### src/design/pswfs_regs.svh
/*
  register addresses, field positions and reset values of the port power
  fault and status bank. assumes an 11-bit byte address and 8-bit data.
*/
`ifndef PSWFS_REGS_SVH
`define PSWFS_REGS_SVH

// register addresses
`define PSWFS_ADDR_FAULT 11'h403
`define PSWFS_ADDR_SUPPLY 11'h404
`define PSWFS_ADDR_SWITCH 11'h40f

// fault_event_flags fields
`define PSWFS_FLT_ERR 7
`define PSWFS_FLT_RST 5
`define PSWFS_FLT_VBL 4
`define PSWFS_FLT_TSD 3
`define PSWFS_FLT_OV 2
`define PSWFS_FLT_OC 0

// supply_low_flags fields
`define PSWFS_SUP_UVLO 5

// switch_state_flags fields
`define PSWFS_SW_CL 4
`define PSWFS_SW_PWREN 3
`define PSWFS_SW_LOWCUR 2

// reset values
`define PSWFS_RST_IND_POR 1'b1
`define PSWFS_FLAG_RST 1'b0
`define PSWFS_RDATA_RST 8'h00

`endif

### src/design/pswfs_pkg.sv
/*
  types of the port power fault and status bank.
  assumes the analog comparators deliver clean levels on the system clock.
*/
package pswfs_pkg;

  // controller mode, one-hot
  typedef enum logic [1:0] {
    PSWFS_ACTIVE = 2'b01,
    PSWFS_ERROR = 2'b10
  } pswfs_mode_t;

  // comparator and detector levels from the analog side
  typedef struct packed {
    logic vbus_low;      // vbus below minimum level
    logic temp_over;     // die above thermal_trip_level
    logic supply_ov;     // supply_sense_voltage above supply_overvoltage_level
    logic over_limit;    // bus current above current_limit_setting
    logic over_r2min;    // bus current above region_two_min_current
    logic supply_uvlo;   // supply_sense_voltage below supply_uvlo_level
    logic limit_engaged; // current limiting circuit active
    logic low_current;   // portable device lowered its charge current
  } pswfs_sense_t;

  // whole state of the bank
  typedef struct packed {
    pswfs_mode_t mode;
    logic err;
    logic rst_ind;
    logic f_vbl;
    logic f_tsd;
    logic f_ov;
    logic f_oc;
    logic supply_undervolt_flag;
    logic current_limit_active;
    logic power_enable_state;
    logic low_charge_current;
    logic alert;
    logic sw_on;
    logic pin_prev;
    logic pin_seen;
    logic [7:0] rdata;
  } pswfs_state_t;

endpackage : pswfs_pkg

### src/design/pswfs_top.sv
/*
  fault and status flag bank of a usb port power controller: fault latching,
  error mode, alert output and switch status, read and written over a plain
  byte-wide register port.
  assumes all inputs are synchronous to clk and that alert_filter,
  alert_join and power_enable_request come from a configuration register
  kept elsewhere.
*/
// Notes on behaviour
// [RULE1] entering error mode sets the error flag.
// [RULE2] writing one to error flag leaves error mode only if no fault remains.
// [RULE3] error mode holds while the reset-indication flag stays set.
// [RULE4] reset-indication flag is set at power-up and drives alert.
// [RULE5] reset-indication clears on write of one or enable pin toggle standalone.
// [RULE6] reset-indication flag is kept unchanged across sleep.
// [RULE7] vbus low sets its flag, raises alert, enters error mode.
// [RULE8] over-temperature sets its flag, raises alert, enters error mode.
// [RULE9] supply overvoltage sets its flag, raises alert, enters error mode.
// [RULE10] overcurrent flag needs current above both limit and region-two minimum.
// [RULE11] fault flags clear on write of one if gone, or with error flag.
// [RULE12] supply undervolt flag follows the level and holds the switch off.
// [RULE13] current-limit status set while limiting, zero when switch is off.
// [RULE14] power-enable status follows the switch control request.
// [RULE15] low charge current flag is sticky, write one clears, alert if joined.
// [RULE16] registers at 403h, 404h, 40fh, eight bits, flags default zero except reset-indication.
// [RULE17] alert drops only after every source of it is gone.
// [RULE18] switch enable is enable pin or software request.
// [RULE19] alert filter passes only overcurrent and thermal faults.
// [RULE20] reserved bits read zero; writing zero leaves flags unchanged.
// [RULE21] a fault in the same cycle as its clear keeps the flag set.
`timescale 1ns/1ps
`include "pswfs_regs.svh"

module pswfs_top
  import pswfs_pkg::*;
(
  input wire logic clk,                   // 40 mhz system clock
  input wire logic resetn,                // synchronous reset, active low
  input wire logic [10:0] reg_addr,       // register byte address
  input wire logic reg_wr,                // write strobe, one cycle
  input wire logic reg_rd,                // read strobe, one cycle
  input wire logic [7:0] reg_wdata,       // write data
  output logic [7:0] reg_rdata,           // read data, valid cycle after reg_rd
  input wire pswfs_sense_t sense,         // analog detector levels
  input wire logic power_enable_pin,      // external power enable pin
  input wire logic power_enable_request,  // software power enable request
  input wire logic standalone_dfp,        // standalone downstream-facing mode
  input wire logic alert_filter,          // pass only overcurrent and thermal
  input wire logic alert_join,            // let low charge current raise alert
  output logic alert,                     // alert output, active high
  output logic error_mode,                // controller in error mode
  output logic switch_on                  // port power switch drive
);

  pswfs_state_t s_q;
  pswfs_state_t s_d;

  ////////////////////////////////////////////////////////////////////////////
  // register port decode

  logic wr_fault;
  logic wr_switch;
  logic [7:0] clr;
  logic oc_live;
  logic any_live;
  logic enable_req;
  logic pin_toggle;

  // write-one-to-clear masks; a zero leaves the flag alone
  assign wr_fault = reg_wr && (reg_addr == `PSWFS_ADDR_FAULT); // RULE16
  assign wr_switch = reg_wr && (reg_addr == `PSWFS_ADDR_SWITCH); // RULE16
  assign clr = reg_wdata; // RULE20

  // overcurrent counts only above both thresholds, so plain limiting is no fault
  assign oc_live = sense.over_limit && sense.over_r2min; // RULE10
  assign any_live = sense.vbus_low || sense.temp_over || sense.supply_ov || oc_live;

  // switch request is the or of pin and software bit
  assign enable_req = power_enable_pin || power_enable_request; // RULE18

  // pin toggle is ignored until one sample was taken after reset
  assign pin_toggle = standalone_dfp && s_q.pin_seen && (power_enable_pin != s_q.pin_prev);

  ////////////////////////////////////////////////////////////////////////////
  // next state

  always_comb begin
    s_d = s_q;
    s_d.pin_prev = power_enable_pin;
    s_d.pin_seen = 1'b1;

    // fault flags: a live condition always wins over a clear
    s_d.f_vbl = sense.vbus_low || (s_q.f_vbl && !(wr_fault && clr[`PSWFS_FLT_VBL])); // RULE7 RULE21
    s_d.f_tsd = sense.temp_over || (s_q.f_tsd && !(wr_fault && clr[`PSWFS_FLT_TSD])); // RULE8 RULE21
    s_d.f_ov = sense.supply_ov || (s_q.f_ov && !(wr_fault && clr[`PSWFS_FLT_OV])); // RULE9 RULE21
    s_d.f_oc = oc_live || (s_q.f_oc && !(wr_fault && clr[`PSWFS_FLT_OC])); // RULE10 RULE11

    // only reset sets this flag; sleep does not touch it
    s_d.rst_ind = s_q.rst_ind && !((wr_fault && clr[`PSWFS_FLT_RST]) || pin_toggle); // RULE5 RULE6

    // error mode
    case (s_q.mode)
      PSWFS_ACTIVE: begin
        if (s_q.f_vbl || s_q.f_tsd || s_q.f_ov || s_q.f_oc) begin
          s_d.mode = PSWFS_ERROR; // RULE7 RULE8 RULE9 RULE10
          s_d.err = 1'b1; // RULE1
        end
      end
      PSWFS_ERROR: begin
        s_d.err = 1'b1; // RULE1
        // recheck every condition; the reset flag after this write also blocks
        if (wr_fault && clr[`PSWFS_FLT_ERR] && !any_live && !s_d.rst_ind) begin // RULE2 RULE3
          s_d.mode = PSWFS_ACTIVE;
          s_d.err = 1'b0;
          s_d.f_vbl = 1'b0; // RULE11
          s_d.f_tsd = 1'b0; // RULE11
          s_d.f_ov = 1'b0; // RULE11
          s_d.f_oc = 1'b0; // RULE11
        end
      end
      default: begin
        s_d.mode = PSWFS_ERROR;
        s_d.err = 1'b1;
      end
    endcase

    // supply undervolt is a live level; writes have no lasting effect
    s_d.supply_undervolt_flag = sense.supply_uvlo; // RULE12

    // switch is on only when requested, supply good and not in error
    s_d.sw_on = enable_req && !sense.supply_uvlo && (s_d.mode == PSWFS_ACTIVE); // RULE12 RULE18
    s_d.power_enable_state = enable_req; // RULE14
    s_d.current_limit_active = sense.over_limit && sense.limit_engaged && s_d.sw_on; // RULE13

    // low charge current is sticky until written with one
    s_d.low_charge_current = sense.low_current ||
      (s_q.low_charge_current && !(wr_switch && clr[`PSWFS_SW_LOWCUR])); // RULE15 RULE21

    // alert from the next flag values, so it drops with its last source
    if (alert_filter) begin
      s_d.alert = s_d.f_oc || s_d.f_tsd; // RULE19
    end else begin
      s_d.alert = s_d.err || s_d.rst_ind || s_d.f_vbl || s_d.f_tsd || s_d.f_ov || s_d.f_oc; // RULE4
    end
    s_d.alert = s_d.alert || (alert_join && s_d.low_charge_current); // RULE15 RULE17

    // read path; unmapped addresses and reserved bits read zero
    if (reg_rd) begin
      case (reg_addr)
        `PSWFS_ADDR_FAULT: begin
          s_d.rdata = {s_q.err, 1'b0, s_q.rst_ind, s_q.f_vbl, s_q.f_tsd,
                       s_q.f_ov, 1'b0, s_q.f_oc}; // RULE16 RULE20
        end
        `PSWFS_ADDR_SUPPLY: begin
          s_d.rdata = {2'h0, s_q.supply_undervolt_flag, 5'h00}; // RULE20
        end
        `PSWFS_ADDR_SWITCH: begin
          s_d.rdata = {3'h0, s_q.current_limit_active, s_q.power_enable_state,
                       s_q.low_charge_current, 2'h0}; // RULE20
        end
        default: begin
          s_d.rdata = `PSWFS_RDATA_RST;
        end
      endcase
    end
  end

  ////////////////////////////////////////////////////////////////////////////
  // state register

  // reset sets the reset indication so software knows to reprogram
  always_ff @(posedge clk) begin
    if (!resetn) begin
      s_q.mode <= PSWFS_ACTIVE;
      s_q.err <= `PSWFS_FLAG_RST;
      s_q.rst_ind <= `PSWFS_RST_IND_POR; // RULE4
      s_q.f_vbl <= `PSWFS_FLAG_RST;
      s_q.f_tsd <= `PSWFS_FLAG_RST;
      s_q.f_ov <= `PSWFS_FLAG_RST;
      s_q.f_oc <= `PSWFS_FLAG_RST;
      s_q.supply_undervolt_flag <= `PSWFS_FLAG_RST;
      s_q.current_limit_active <= `PSWFS_FLAG_RST;
      s_q.power_enable_state <= `PSWFS_FLAG_RST;
      s_q.low_charge_current <= `PSWFS_FLAG_RST;
      s_q.alert <= 1'b1; // RULE4
      s_q.sw_on <= 1'b0;
      s_q.pin_prev <= 1'b0;
      s_q.pin_seen <= 1'b0;
      s_q.rdata <= `PSWFS_RDATA_RST;
    end else begin
      s_q <= s_d;
    end
  end

  // outputs straight from the state register
  assign reg_rdata = s_q.rdata;
  assign alert = s_q.alert;
  assign error_mode = s_q.err;
  assign switch_on = s_q.sw_on;
endmodule : pswfs_top

### config.mk
export PLATFORM = sky130hd
export DESIGN_NAME = pswfs_top
export DESIGN_NICKNAME = d
export VERILOG_FILES = /design/src/design/pswfs_pkg.sv /design/src/design/pswfs_top.sv
export VERILOG_INCLUDE_DIRS = /design/src /design/src/design
export SDC_FILE = /design/constraint.sdc
export NUM_CORES = 1
export LEC_CHECK = 0
export ABC_AREA = 1
export BUFFER_PORTS_ARGS = -buffer_cell sky130_fd_sc_hd__buf_2
export CAP_MARGIN = 20
export CORE_UTILIZATION = 50
export CTS_BUF_LIST = sky130_fd_sc_hd__clkbuf_8
export DETAILED_ROUTE_END_ITERATION = 7
export PLACE_DENSITY = 0.86
export SLEW_MARGIN = 20
export SYNTH_ARGS = -nofsm -noshare
export SYNTH_HDL_FRONTEND = slang
export SYNTH_SLANG_ARGS = --single-unit
### constraint.sdc
create_clock -name clk -period 1.71 [get_ports clk]
set_input_delay 0.4275 -clock clk [delete_from_list [all_inputs] [get_ports clk]]
set_output_delay 0.4275 -clock clk [all_outputs]
set_load 0.02 [all_outputs]
==> flow_metrics.py <==
metrics = {
    "run_status": {
        "status": "finished, final reports clean",
    },
    "global_routing": {
        "gr-total-overflow": 0,
        "grt_pass1_wl_um": 4170,
        "antenna_found_initial": 0,
        "grt_max_degree": 14,
        "grt_pass1_vias": 1083,
        "grtUsageTotal_pct": 21.4,
    },
    "clocking": {
        "clockRootBuffer": "clkbuf_8",
        "htree_levels": 1,
        "cts_hold_buf": 0,
        "clk_pin_slew_ns": 0.08,
        "clk_latency_ns": 0.26,
        "clockBufferDepth": 2,
        "cts_tree": "yes",
        "cts_made_buffers": 3,
        "cts_sinks": 22,
    },
    "sta": {
        "grt_setup_unrepaired": "false",
        "fin_worst_skew_ns": 0.00555,
        "timing.fmax_mhz": 667,
        "hold_viol_final": 0,
        "setup_viol": 0,
        "post-route-min-period_ns": 1.50,
        "drv_slew": 0,
        "period_share_pct": 87.7,
        "setup_tns_ns": 0,
    },
    "placed_design": {
        "dp_hpwl_um": 2050,
        "numPortBuffers": 42,
        "gp_congestion": 0.906,
    },
    "floorplan": {
        "initial_utilization_pct": 53.6,
        "num_rows": 17,
        "ios": 47,
        "die_h_um": 50.9,
        "die_x_um": 50.9,
        "dieArea_mm2": 0.00259,
        "core_region_area_mm2": 0.00223,
    },
    "worst_setup_path": {
        "critical_path_depth": 9,
        "r2r_cells": 9,
        "cp_common_cell": "nand2_1",
        "start_kind": "register",
        "required_ns": 1.87,
        "cp-endpoint": "alert",
        "critPathBufInv": 0,
        "arrival_ns": 1.66,
        "worstSetupEndpointType": "register",
        "crit_type": "reg -> reg",
        "rr_endpoint": "alert",
        "rr_startpoint": "s_q[16]",
        "crit_path_max_incr_delay_ns": 0.36,
        "slowest_stage": "dfxtp_1",
        "crit_start": "s_q[16]",
        "r2r_slack_ns": 0.21,
        "crit_fanout": 3,
        "cp_top_family": "simple AND/OR/NAND/NOR gates",
        "crit_chain": "nor2_2, nand3_1, or2_2, a21oi_2, nand2_1, nor2_1, nand2_1, nand2_1, nand2_1",
    },
    "synthesis": {
        "async_reset_ff_share_pct": 0,
        "yosys.area.top_type": "dfxtp_1",
        "yosysWarnings": 0,
        "syn_inst": 168,
        "ys_top_cells_by_area": "dfxtp_1 37%, nand2_1 11%, inv_1 8.5%, a21oi_1 5.9%, buf_4 5.0%",
        "synth-seq-cells": 22,
        "synthDistinctLibCells": 26,
        "synth_top_area_share_pct": 36.8,
        "synth_area_mm2": 0.00120,
        "ys_seq_area_share_pct": 36.8,
        "synth_area_per_cell_um2": 7.12,
        "synth_edf_count": 0,
        "synth_ff_type": "dfxtp_1",
    },
    "power_and_ir_drop": {
        "power_leakage_nw": 0.795,
        "powerDensity_mw_per_mm2": 819,
        "vdd_drop_max_mv": 0.650,
    },
    "routing": {
        "routedWlPerCell_um": 10.5,
        "via_count": 1176,
        "detail-route-antenna-nets": 0,
        "via_per_inst": 4.86,
        "drc": 0,
        "drt_iter0_markers": 18,
        "drt-total-wl_um": 2550,
        "drt_pass1_iterations": 4,
    },
    "finish": {
        "area_growth_pct": 27.3,
        "final_util_pct": 68.2,
        "final_nets": 253,
        "diodes": 0,
        "drive_gt1_share_pct": 34.1,
    },
    "job": {
        "drv_cap": 0,
    },
    "hold_path": {
        "hp-class": "in -> reg",
        "whs_path_depth": 3,
    },
}
-- kinds of logic (layout without fill, tap and decap cells) --
kind of cell	count (synthesis)	after routing	synth area share [%]
AND/OR/NAND/NOR	81	81	35.4
buffers and inverters	37	82	14.1
AO/OA/AOI/OAI	25	25	11.3
flip-flops	22	22	36.8
adder cells (fa/ha/maj)	2	2	2.09
other	1	2	0.314
-- final cells by class --
class | count | area (um2)
inverter | 27 | 101
tap | 28 | 35.0
timing repair buffer | 51 | 278
multi-input combinational | 110 | 597
fill | 197 | 711
clock buffer | 3 | 41.3
sequential | 22 | 440
clock inverter | 1 | 30.0
-- power by group --
group | internal (mW) | switching [mW] | leakage, nW
clock | 0.312 | 0.163 | 0.0357
sequential | 0.539 | 0.0154 | 0.182
combinational | 0.0910 | 0.126 | 0.577
total | 0.942 | 0.305 | 0.795
-- Yosys cell counts (all sizes together) (6+ instances only) --
library cell / count
nand4: 6
buf: 8
a21oi: 14
o21ai: 6
dfxtp: 22
nand3: 10
nand2: 41
inv: 27
nor2: 19
-- cells in the final DEF, fill, tap and decap left out --
cell	instances
a21boi_0	1
a21oi_2	1
nor2_4	1
conb_1	2
ha_1	2
nand3_2	1
nand3_4	2
clkbuf_8	3
bufinv_16	1
dfxtp_1	22
buf_4	9
nand3_1	7
a21oi_1	13
buf_2	42
o21ai_1	1
nor3_2	1
nand4_1	6
o21ai_0	5
nor2_2	3
nor4_1	2
or2_2	1
nor3_1	1
nand2_1	34
nor2_1	14
o22ai_1	2
inv_1	27
nor2_8	1
o21bai_1	2
nand2_2	7
-- per-layer routing --
metal	routed length, um	track usage (%)	vias up
li1	-	-	621
met1	1100	24.8	513
met2	1300	39.3	38
met3	128	2.98	4
met4	25	7.87	0
met5	0	0	-
-- worst min-delay path by stage --
stage | start | to | slack, ns
2_1_floorplan | reg_rdata[2] | reg_rdata[2] | 0.45
3_3_place_gp | reg_rdata[3] | reg_rdata[3] | 0.46
3_5_place_dp | reg_rdata[4] | reg_rdata[4] | 0.46
4_1_cts | sense[2] | s_q[15] | 0.36
5_1_grt | resetn | s_q[8] | 0.37
6_report | sense[2] | s_q[15] | 0.36
-- metrics by stage --
stage,setup WS (ns),cell area [um2],power (mW),cells,hold WS [ns]
finish,0.211,1520,1.25,242,0.362
floorplan,0.218,1200,0.692,169,0.446
detailed placement,-0.0295,1450,0.775,238,0.462
global placement,-0.0210,1450,0.770,238,0.456
global route,0.0215,1520,1.30,242,0.368
CTS,0.170,1520,1.25,242,0.359
-- tightest hold or removal path: stages --
cell,delay (ns)
buf_2,0.09
nand2_1,0.04
inv_1,0.04
-- state kept, by name, indices dropped and copies added, names as in the netlist --
signal	cells
reg_rdata	6
switch_on	1
alert	1
error_mode	1
s_q	13
-- repair_timing --
action | 4_1_cts | 5_1_grt
gates resized for setup | 0 | 2
buffers inserted | 0 | 0
setup endpoints to repair | 0 | 1
Note: power is estimated with default switching activity, not from simulation.
